## src/rtl/tmz_pkg.sv

```systemverilog
package tmz_pkg;
   // ------------------------------------------------------------
   // register map (index space of the core's plain port)
   // ------------------------------------------------------------
   localparam logic [8:0] ADDR_TIMER_COUNT = 9'h001;
   localparam logic [8:0] ADDR_INTERRUPT_CONTROL = 9'h00b;
   localparam logic [8:0] ADDR_OPTION_CONFIG = 9'h081;
   localparam logic [8:0] ADDR_IRQ_STATUS = 9'h090;
   localparam logic [8:0] ADDR_IRQ_MASK = 9'h091;
   localparam int ADDR_W = 9;

   // ------------------------------------------------------------
   // field positions
   // ------------------------------------------------------------
   localparam int OPT_CLOCK_SOURCE_SELECT = 5;
   localparam int OPT_EDGE_SELECT = 4;
   localparam int OPT_DIVIDER_ASSIGN = 3;
   localparam int OPT_RATIO_LO = 0;
   localparam int OPT_RATIO_W = 3;
   localparam int ICR_OVERFLOW_FLAG = 2;
   localparam int ICR_OVERFLOW_IRQ_ENABLE = 5;
   localparam int EVT_OVERFLOW = 0;
   localparam int EVT_WDT_TICK = 1;
   localparam int EVT_W = 2;

   // ------------------------------------------------------------
   // reset values and timing
   // ------------------------------------------------------------
   localparam logic [7:0] OPTION_RESET = 8'hff;
   localparam logic [7:0] ICR_RESET = 8'h00;
   localparam logic [7:0] COUNT_RESET = 8'h00;
   localparam logic [1:0] WRITE_INHIBIT_CYCLES = 2'h2;
   localparam int INSTR_CYCLE_NS = 40;
   localparam int CLK_PERIOD_NS = 10;
   localparam int INSTR_CLKS = INSTR_CYCLE_NS / CLK_PERIOD_NS;
   localparam int DIV_W = 8;
endpackage

```

## src/rtl/tmz_div_if.sv

```systemverilog
`timescale 1ns/1ps
`default_nettype none
// shared divider link between the timer core and the divider
interface tmz_div_if;
   import tmz_pkg::*;
   logic src_tick;
   logic clear;
   logic [OPT_RATIO_W-1:0] ratio;
   logic to_watchdog;
   logic out_tick;
   modport core (output src_tick, output clear, output ratio, output to_watchdog, input out_tick);
   modport div (input src_tick, input clear, input ratio, input to_watchdog, output out_tick);
endinterface
`default_nettype wire

```

## src/rtl/tmz_divider.sv

```systemverilog
`timescale 1ns/1ps
`default_nettype none
module tmz_divider
   import tmz_pkg::*;
#(
   parameter int WIDTH = DIV_W
) (
   // clock and reset
   input wire logic clk,
   input wire logic rst,
   // divider link
   tmz_div_if.div dl
);
   // ------------------------------------------------------------
   // divider count, never visible to software
   // ------------------------------------------------------------
   logic [WIDTH-1:0] cnt;
   logic [WIDTH-1:0] next_cnt;
   logic [WIDTH-1:0] term;
   logic [3:0] shift;
   logic bypass;

   // counter ratios 1:2..1:256; watchdog ratios 1:1..1:128
   assign shift = dl.to_watchdog ? {1'b0, dl.ratio} : ({1'b0, dl.ratio} + 4'h1);
   assign term = WIDTH'((9'h001 << shift) - 9'h001);
   assign bypass = dl.to_watchdog && (dl.ratio == '0);
   assign next_cnt = (cnt == term) ? '0 : cnt + WIDTH'(1);

   // one output tick per full period
   assign dl.out_tick = dl.src_tick && (bypass || (cnt == term));

   // count cleared only by reset or the link clear (count write or watchdog clear)
   always_ff @(posedge clk) begin
      if (rst || dl.clear) begin
         cnt <= '0;
      end else if (dl.src_tick) begin
         cnt <= next_cnt;
      end
   end
endmodule
`default_nettype wire

```

## src/rtl/tmz_edge_sync.sv

```systemverilog
`timescale 1ns/1ps
`default_nettype none
module tmz_edge_sync (
   // clock and reset
   input wire logic clk,
   input wire logic rst,
   // pin and edge choice
   input wire logic pin,
   input wire logic falling,
   // chosen edge seen
   output logic edge_pulse
);
   // ------------------------------------------------------------
   // two-stage synchroniser plus edge history
   // ------------------------------------------------------------
   logic meta;
   logic sync;
   logic prev;

   // only the second stage feeds the edge detector
   always_ff @(posedge clk) begin
      if (rst) begin
         meta <= 1'b0;
         sync <= 1'b0;
         prev <= 1'b0;
      end else begin
         meta <= pin;
         sync <= meta;
         prev <= sync;
      end
   end

   // rising when clear, falling when set
   assign edge_pulse = falling ? (prev & ~sync) : (~prev & sync);
endmodule
`default_nettype wire

```

## src/rtl/tmz_timer0.sv

```systemverilog
// Functional notes
// - source select clear counts instruction cycles
// - count write blocks two following cycles
// - source select set counts pin edges
// - edge select chooses rising or falling
// - pin synchronised, then delayed update
// - one 8-bit divider, counter or watchdog
// - divider count never software visible
// - assign bit and ratio at option bits 3:0
// - counter ratios 1:2 to 1:256
// - watchdog ratios 1:1 to 1:128
// - count write clears divider when counter owns
// - watchdog clear clears divider when watchdog owns
// - wrap FFh to 00h sets overflow flag
// - enable bit masks; software clears flag
// - counter stops in sleep, no wake
//
// The implementer's own choice: the address-and-strobe port.
`timescale 1ns/1ps
`default_nettype none
module tmz_timer0
   import tmz_pkg::*;
#(
   parameter int CLKS_PER_INSTR = INSTR_CLKS
) (
   // clock and reset
   input wire logic clk,
   input wire logic rst,
   // register port
   input wire logic [ADDR_W-1:0] addr,
   input wire logic [7:0] wdata,
   input wire logic wr,
   input wire logic rd,
   output logic [7:0] rdata,
   // core state
   input wire logic sleep,
   input wire logic watchdog_clear_instr,
   // external count source
   input wire logic count_input_pin,
   // watchdog side
   input wire logic watchdog_tick,
   output logic watchdog_post_tick,
   output logic watchdog_reset,
   // interrupts
   output logic overflow_irq,
   output logic irq
);
   // ------------------------------------------------------------
   // declarations
   // ------------------------------------------------------------
   localparam int PH_W = $clog2(CLKS_PER_INSTR + 1);

   logic [7:0] timer_count;
   logic [7:0] interrupt_control;
   logic [7:0] option_config;
   logic [EVT_W-1:0] irq_status;
   logic [EVT_W-1:0] irq_mask;
   logic [PH_W-1:0] phase;
   logic [1:0] inhibit;
   logic [7:0] next_count;
   logic [7:0] next_rdata;

   wire clock_source_select = option_config[OPT_CLOCK_SOURCE_SELECT];
   wire edge_select = option_config[OPT_EDGE_SELECT];
   wire divider_assign = option_config[OPT_DIVIDER_ASSIGN];
   wire [OPT_RATIO_W-1:0] divider_ratio = option_config[OPT_RATIO_LO +: OPT_RATIO_W];
   wire overflow_flag = interrupt_control[ICR_OVERFLOW_FLAG];
   wire overflow_irq_enable = interrupt_control[ICR_OVERFLOW_IRQ_ENABLE];

   wire instr_tick;
   wire pin_edge;
   wire src_event;
   wire count_step;
   wire wrap;
   wire wr_count;
   wire wr_icr;
   wire wr_opt;
   wire wr_stat;
   wire wr_mask;
   wire [EVT_W-1:0] evt;

   tmz_div_if dlink ();

   // ------------------------------------------------------------
   // address decode
   // ------------------------------------------------------------
   function automatic logic hit(input logic [ADDR_W-1:0] a, input logic [ADDR_W-1:0] target);
      hit = (a == target);
   endfunction

   assign wr_count = wr && hit(addr, ADDR_TIMER_COUNT);
   assign wr_icr = wr && hit(addr, ADDR_INTERRUPT_CONTROL);
   assign wr_opt = wr && hit(addr, ADDR_OPTION_CONFIG);
   assign wr_stat = wr && hit(addr, ADDR_IRQ_STATUS);
   assign wr_mask = wr && hit(addr, ADDR_IRQ_MASK);

   // ------------------------------------------------------------
   // instruction cycle phase
   // ------------------------------------------------------------
   // phase frozen in sleep so no tick occurs
   always_ff @(posedge clk) begin
      if (rst) begin
         phase <= '0;
      end else if (!sleep) begin
         phase <= (phase == PH_W'(CLKS_PER_INSTR - 1)) ? '0 : phase + PH_W'(1);
      end
   end
   assign instr_tick = !sleep && (phase == PH_W'(CLKS_PER_INSTR - 1));

   // ------------------------------------------------------------
   // pin synchroniser and edge pick
   // ------------------------------------------------------------
   tmz_edge_sync u_sync (
      .clk(clk),
      .rst(rst),
      .pin(count_input_pin),
      .falling(edge_select),
      .edge_pulse(pin_edge)
   );

   assign src_event = clock_source_select ? (pin_edge && !sleep) : instr_tick;

   // ------------------------------------------------------------
   // shared divider
   // ------------------------------------------------------------
   // one divider, owner picked by assign bit
   // ownership and ratio from option bits 3:0
   assign dlink.to_watchdog = divider_assign;
   assign dlink.ratio = divider_ratio;
   assign dlink.src_tick = divider_assign ? watchdog_tick : src_event;
   // count write clears it while counter owns
   // watchdog clear clears it while watchdog owns
   assign dlink.clear = divider_assign ? watchdog_clear_instr : wr_count;

   tmz_divider #(
      .WIDTH(DIV_W)
   ) u_div (
      .clk(clk),
      .rst(rst),
      .dl(dlink)
   );

   // reassignment mid-period simply restarts nothing; software sequences it
   assign watchdog_post_tick = divider_assign && dlink.out_tick;
   assign watchdog_reset = watchdog_clear_instr;

   // with the divider owned, step only on its period
   assign count_step = (divider_assign ? src_event : dlink.out_tick) && (inhibit == 2'h0);
   assign next_count = timer_count + 8'h01;
   assign wrap = count_step && !wr_count && (timer_count == 8'hff);

   // ------------------------------------------------------------
   // count register and write inhibit
   // ------------------------------------------------------------
   always_ff @(posedge clk) begin
      if (rst) begin
         timer_count <= COUNT_RESET;
      end else if (wr_count) begin
         timer_count <= wdata;
      end else if (count_step) begin
         timer_count <= next_count;
      end
   end

   // two instruction cycles of inhibit after a write
   always_ff @(posedge clk) begin
      if (rst) begin
         inhibit <= 2'h0;
      end else if (wr_count) begin
         inhibit <= WRITE_INHIBIT_CYCLES;
      end else if (instr_tick && inhibit != 2'h0) begin
         inhibit <= inhibit - 2'h1;
      end
   end

   // ------------------------------------------------------------
   // option and interrupt control
   // ------------------------------------------------------------
   always_ff @(posedge clk) begin
      if (rst) begin
         option_config <= OPTION_RESET;
      end else if (wr_opt) begin
         option_config <= wdata;
      end
   end

   // wrap sets the flag, set beats a write clear
   always_ff @(posedge clk) begin
      if (rst) begin
         interrupt_control <= ICR_RESET;
      end else begin
         interrupt_control <= wr_icr ? wdata : interrupt_control;
         if (wrap) begin
            interrupt_control[ICR_OVERFLOW_FLAG] <= 1'b1;
         end
      end
   end

   // enable bit gates the overflow request
   assign overflow_irq = overflow_flag && overflow_irq_enable;

   // ------------------------------------------------------------
   // sticky event status, write one to clear
   // ------------------------------------------------------------
   assign evt[EVT_OVERFLOW] = wrap;
   assign evt[EVT_WDT_TICK] = watchdog_post_tick;

   always_ff @(posedge clk) begin
      if (rst) begin
         irq_status <= '0;
         irq_mask <= '0;
      end else begin
         irq_status <= (irq_status & ~(wr_stat ? wdata[EVT_W-1:0] : '0)) | evt;
         if (wr_mask) begin
            irq_mask <= wdata[EVT_W-1:0];
         end
      end
   end

   assign irq = |(irq_status & irq_mask);

   // ------------------------------------------------------------
   // read mux, data one cycle after the strobe
   // ------------------------------------------------------------
   // no address reaches the divider count
   always_comb begin
      next_rdata = 8'h00;
      unique case (1'b1)
         hit(addr, ADDR_TIMER_COUNT): next_rdata = timer_count;
         hit(addr, ADDR_INTERRUPT_CONTROL): next_rdata = interrupt_control;
         hit(addr, ADDR_OPTION_CONFIG): next_rdata = option_config;
         hit(addr, ADDR_IRQ_STATUS): next_rdata = {{(8-EVT_W){1'b0}}, irq_status};
         hit(addr, ADDR_IRQ_MASK): next_rdata = {{(8-EVT_W){1'b0}}, irq_mask};
         default: next_rdata = 8'h00;
      endcase
   end

   always_ff @(posedge clk) begin
      if (rst) begin
         rdata <= 8'h00;
      end else begin
         rdata <= rd ? next_rdata : 8'h00;
      end
   end
endmodule
`default_nettype wire

```

## config.mk

```make
export PLATFORM = sky130hd
export DESIGN_NAME = tmz_timer0
export DESIGN_NICKNAME = d
export VERILOG_FILES = /design/src/rtl/tmz_pkg.sv /design/src/rtl/tmz_div_if.sv /design/src/rtl/tmz_divider.sv /design/src/rtl/tmz_edge_sync.sv /design/src/rtl/tmz_timer0.sv
export SDC_FILE = /design/constraint.sdc
export NUM_CORES = 1
export LEC_CHECK = 0
export CAP_MARGIN = 20
export CORE_ASPECT_RATIO = 1.1
export CORE_MARGIN = 3
export CORE_UTILIZATION = 25
export CTS_CLUSTER_SIZE = 12
export DETAILED_ROUTE_END_ITERATION = 7
export DONT_BUFFER_PORTS = 1
export GPL_TIMING_DRIVEN = 0
export PLACE_DENSITY = 0.38
export SLEW_MARGIN = 5
export SYNTH_ARGS = -nofsm -noshare
export SYNTH_HDL_FRONTEND = slang
export SYNTH_SLANG_ARGS = --single-unit
```

## constraint.sdc

```tcl
create_clock -name clk -period 4.01 [get_ports clk]
set_input_delay 0.2005 -clock clk [delete_from_list [all_inputs] [get_ports clk]]
set_output_delay 0.2005 -clock clk [all_outputs]
set_load 0.02 [all_outputs]
```

==> out/metrics.cfg <==
[pwr]
clkPwrFrac_pct=44.6
comb_power_share_pct=4.0
switchingPower_mw=0.245
netSwitchingFraction_pct=24.1
vdd_drop_max_v=0.000174
p_int_mw=0.772
total_power_mw=1.02
p_per_area_mw_per_mm2=293
leakage_nw=1.20
pwr-share-seq_pct=51.4

[critical_path]
reg2reg_from=option_config[1]$_SDFFE_PP1P_
path_cells=buf_2, inv_1, ha_1, a2111oi_4, nor2_1, ha_1, xnor2_2, xnor2_1, a32oi_2, nor4b_4, a21oi_2, buf_2, or3_1, a311oi_1
slowest_delay_ps=390
cp_max_fo=10
crit_type=flip-flop to flip-flop
start_kind=flip-flop
cp_top_family=compound AO/OA/AOI/OAI gates
crit_arrival_ps=3900
cp.required_ps=4220
critical_path.slowest_cell=ha_1
crit_path_start=option_config[1]$_SDFFE_PP1P_
end_kind=flip-flop
path_buf_inv=3

[floorplan]
die_y_um=123
start_util_pct=25.7
core_mm2=0.0121
rows=42
die_w_um=112
dieArea_mm2=0.0138
io_pins=37

[synthesis]
ys_async_sr_fraction_pct=0
yosysWarnings=0
ys.flop_type=dfxtp_1
synth_edf_count=0
avgSynthCellArea_um2=8.25
synth_largest_area_cell=dfxtp_1
yosysSeqAreaShare_pct=33.5
synth_top_area_share_pct=33.5
synth.area.top_cells=dfxtp_1 34%, nand2_1 7.0%, a21oi_1 4.2%, nor2_1 3.9%, ha_1 2.8%
synthCells=376
ys_types=75
netlist_area_mm2=0.00310
ys_seq_elements=52
syn_nets=408

[grt]
grt_pass1_wl_um=15100
antenna_found_initial=0
track_usage_pct=13.9
grt_pass1_vias=2703
grt_max_degree=19
overflow=0

[clock_tree]
ctsHoldBuffers=0
clk-insertion-delay-late_ps=300
cts_tree=built
cts_buffers=5
cts.sinks=52
cts_htree_levels=2
path_clk_slew_ps=80
cts.repair.resized=1
clock_path_buffers=2
clock-root-buffer=clkbuf_16
postCtsSetupBuffers=0

[timing]
hold_viol=0
slew_headroom_pct=28.3
setup_tns_ps=0
tightest_slew_ps=1070
setup_viol=0
finalCritPeriodShare_pct=92.0
rsz0062_at_grt=no
min_period_ps=3690
hold_slack_ps=23.4
timing.fmax_ghz=0.271
fin_worst_skew_ps=8.63
drv_slew=0

[routing]
wl_per_cell_um=17.4
vias=2691
dr.pass1.iters=5
remaining_drc_errors=0
postRouteAntennaNets=0
via_per_inst=5.00
first_iter_violations=143
wl_um=9350

[layout]
nets=415
syn2layout_area_growth_pct=11.9
fill_cells=1350
fin_util_pct=28.7
drive_above_1_share_pct=13.0
n_antenna_cell=0

[placed_design]
port-buffer-count=0
routabilityCongestion=0.746
hpwl_um=6880

[flow_run]
drv_cap=0

[hold_path]
hp-start=wdata[6]
hold_path.class=input port to flip-flop

[status]
status=finished clean

-- synth_stat cells, types with 3 or more instances --
cell type	n
nor3_1	4
clkbuf_1	10
dfxtp_1	52
mux2i_1	5
nand3b_1	11
nor2b_1	6
a211oi_1	4
or4_1	7
or2_2	4
nand3_1	16
ha_1	7
o21ai_0	14
nor3b_1	6
o31ai_1	5
xnor2_1	4
buf_2	3
and2_1	5
nor2_1	32
inv_1	10
o22ai_1	5
clkbuf_8	4
a22oi_1	5
a31oi_1	3
nand2_1	58
a311oi_1	7
nand2b_1	4
a21oi_1	26
-- state kept, by name (all words and copies together) (netlist names), 2 cells and up --
name / flops
interrupt_control: 8
option_config: 8
rdata: 8
timer_count: 8
u_div.cnt: 8
phase: 3
inhibit: 2
irq_mask: 2
irq_status: 2
-- cell usage in the layout, fill, tap and decap left out, types with 5 or more instances in the layout --
| cell type | netlist | routed |
|---|---|---|
| ha_1 | 7 | 7 |
| nor3b_1 | 6 | 6 |
| nand3_1 | 16 | 16 |
| or4_1 | 7 | 7 |
| nand2_1 | 58 | 58 |
| clkbuf_1 | 10 | 10 |
| mux2i_1 | 5 | 5 |
| nor2b_1 | 6 | 6 |
| o22ai_1 | 5 | 5 |
| nand3b_1 | 11 | 11 |
| a22oi_1 | 5 | 5 |
| o31ai_1 | 5 | 5 |
| clkbuf_16 | 0 | 5 |
| a21oi_1 | 26 | 25 |
| nor2_1 | 32 | 32 |
| a311oi_1 | 7 | 7 |
| and2_1 | 5 | 5 |
| o21ai_0 | 14 | 14 |
| inv_1 | 10 | 10 |
| dfxtp_1 | 52 | 52 |
-- path summary, 6_finish.rpt --
path              slack (ps)  depth (start not counted)                             to
setup / recovery         320                         14    timer_count[0]$_SDFFE_PP0P_
hold / removal            20                          2  option_config[6]$_SDFFE_PP1P_
setup reg to reg         320                         14    timer_count[0]$_SDFFE_PP0P_
hold reg to reg          440                          1         u_sync.sync$_SDFF_PP0_
-- power by group through the flow --
stage,Combinational (mW),Clock [mW],Sequential [mW]
2_1_floorplan,0.0304,0,0.534
3_5_place_dp,0.0414,0,0.535
6_report,0.0408,0.453,0.523
4_1_cts,0.0416,0.473,0.523
5_1_grt,0.0460,0.487,0.523
3_3_place_gp,0.0409,0,0.535
-- kinds of logic (layout without fill, tap and decap cells) --
logic type,Yosys count,count (layout),synth area share [%]
flops,52,52,33.5
mux,6,6,2.34
buf+inv,31,39,5.89
simple gates,180,180,31.8
xor+xnor,8,8,2.74
compound gates,92,92,20.9
fa+ha+maj,7,7,2.82
-- through the flow --
step | setup slack, ps | std cells | instance area [um^2]
2_1_floorplan | 776 | 376 | 3100
3_3_place_gp | 181 | 530 | 3300
3_5_place_dp | 154 | 530 | 3300
4_1_cts | 99.6 | 538 | 3450
5_1_grt | 35.1 | 538 | 3470
6_report | 322 | 538 | 3470
-- final cells by class --
type	instances	area [um^2]	area share (%)
buffer	21	145	4.18
clock buffer	5	125	3.60
clock inverter	3	25.0	0.720
inverter	10	37.5	1.08
multi-input combinational	293	1910	54.9
sequential	52	1040	30.0
tap	154	193	5.55
-- layer usage --
metal	wire length (um)	global-route usage (%)	vias to the layer above
li1	-	-	1363
met1	4270	17.4	1287
met2	4580	23.8	32
met3	360	3.35	9
met4	138	3.76	0
met5	0	0	-
Note: power is estimated with default switching activity, not from simulation.
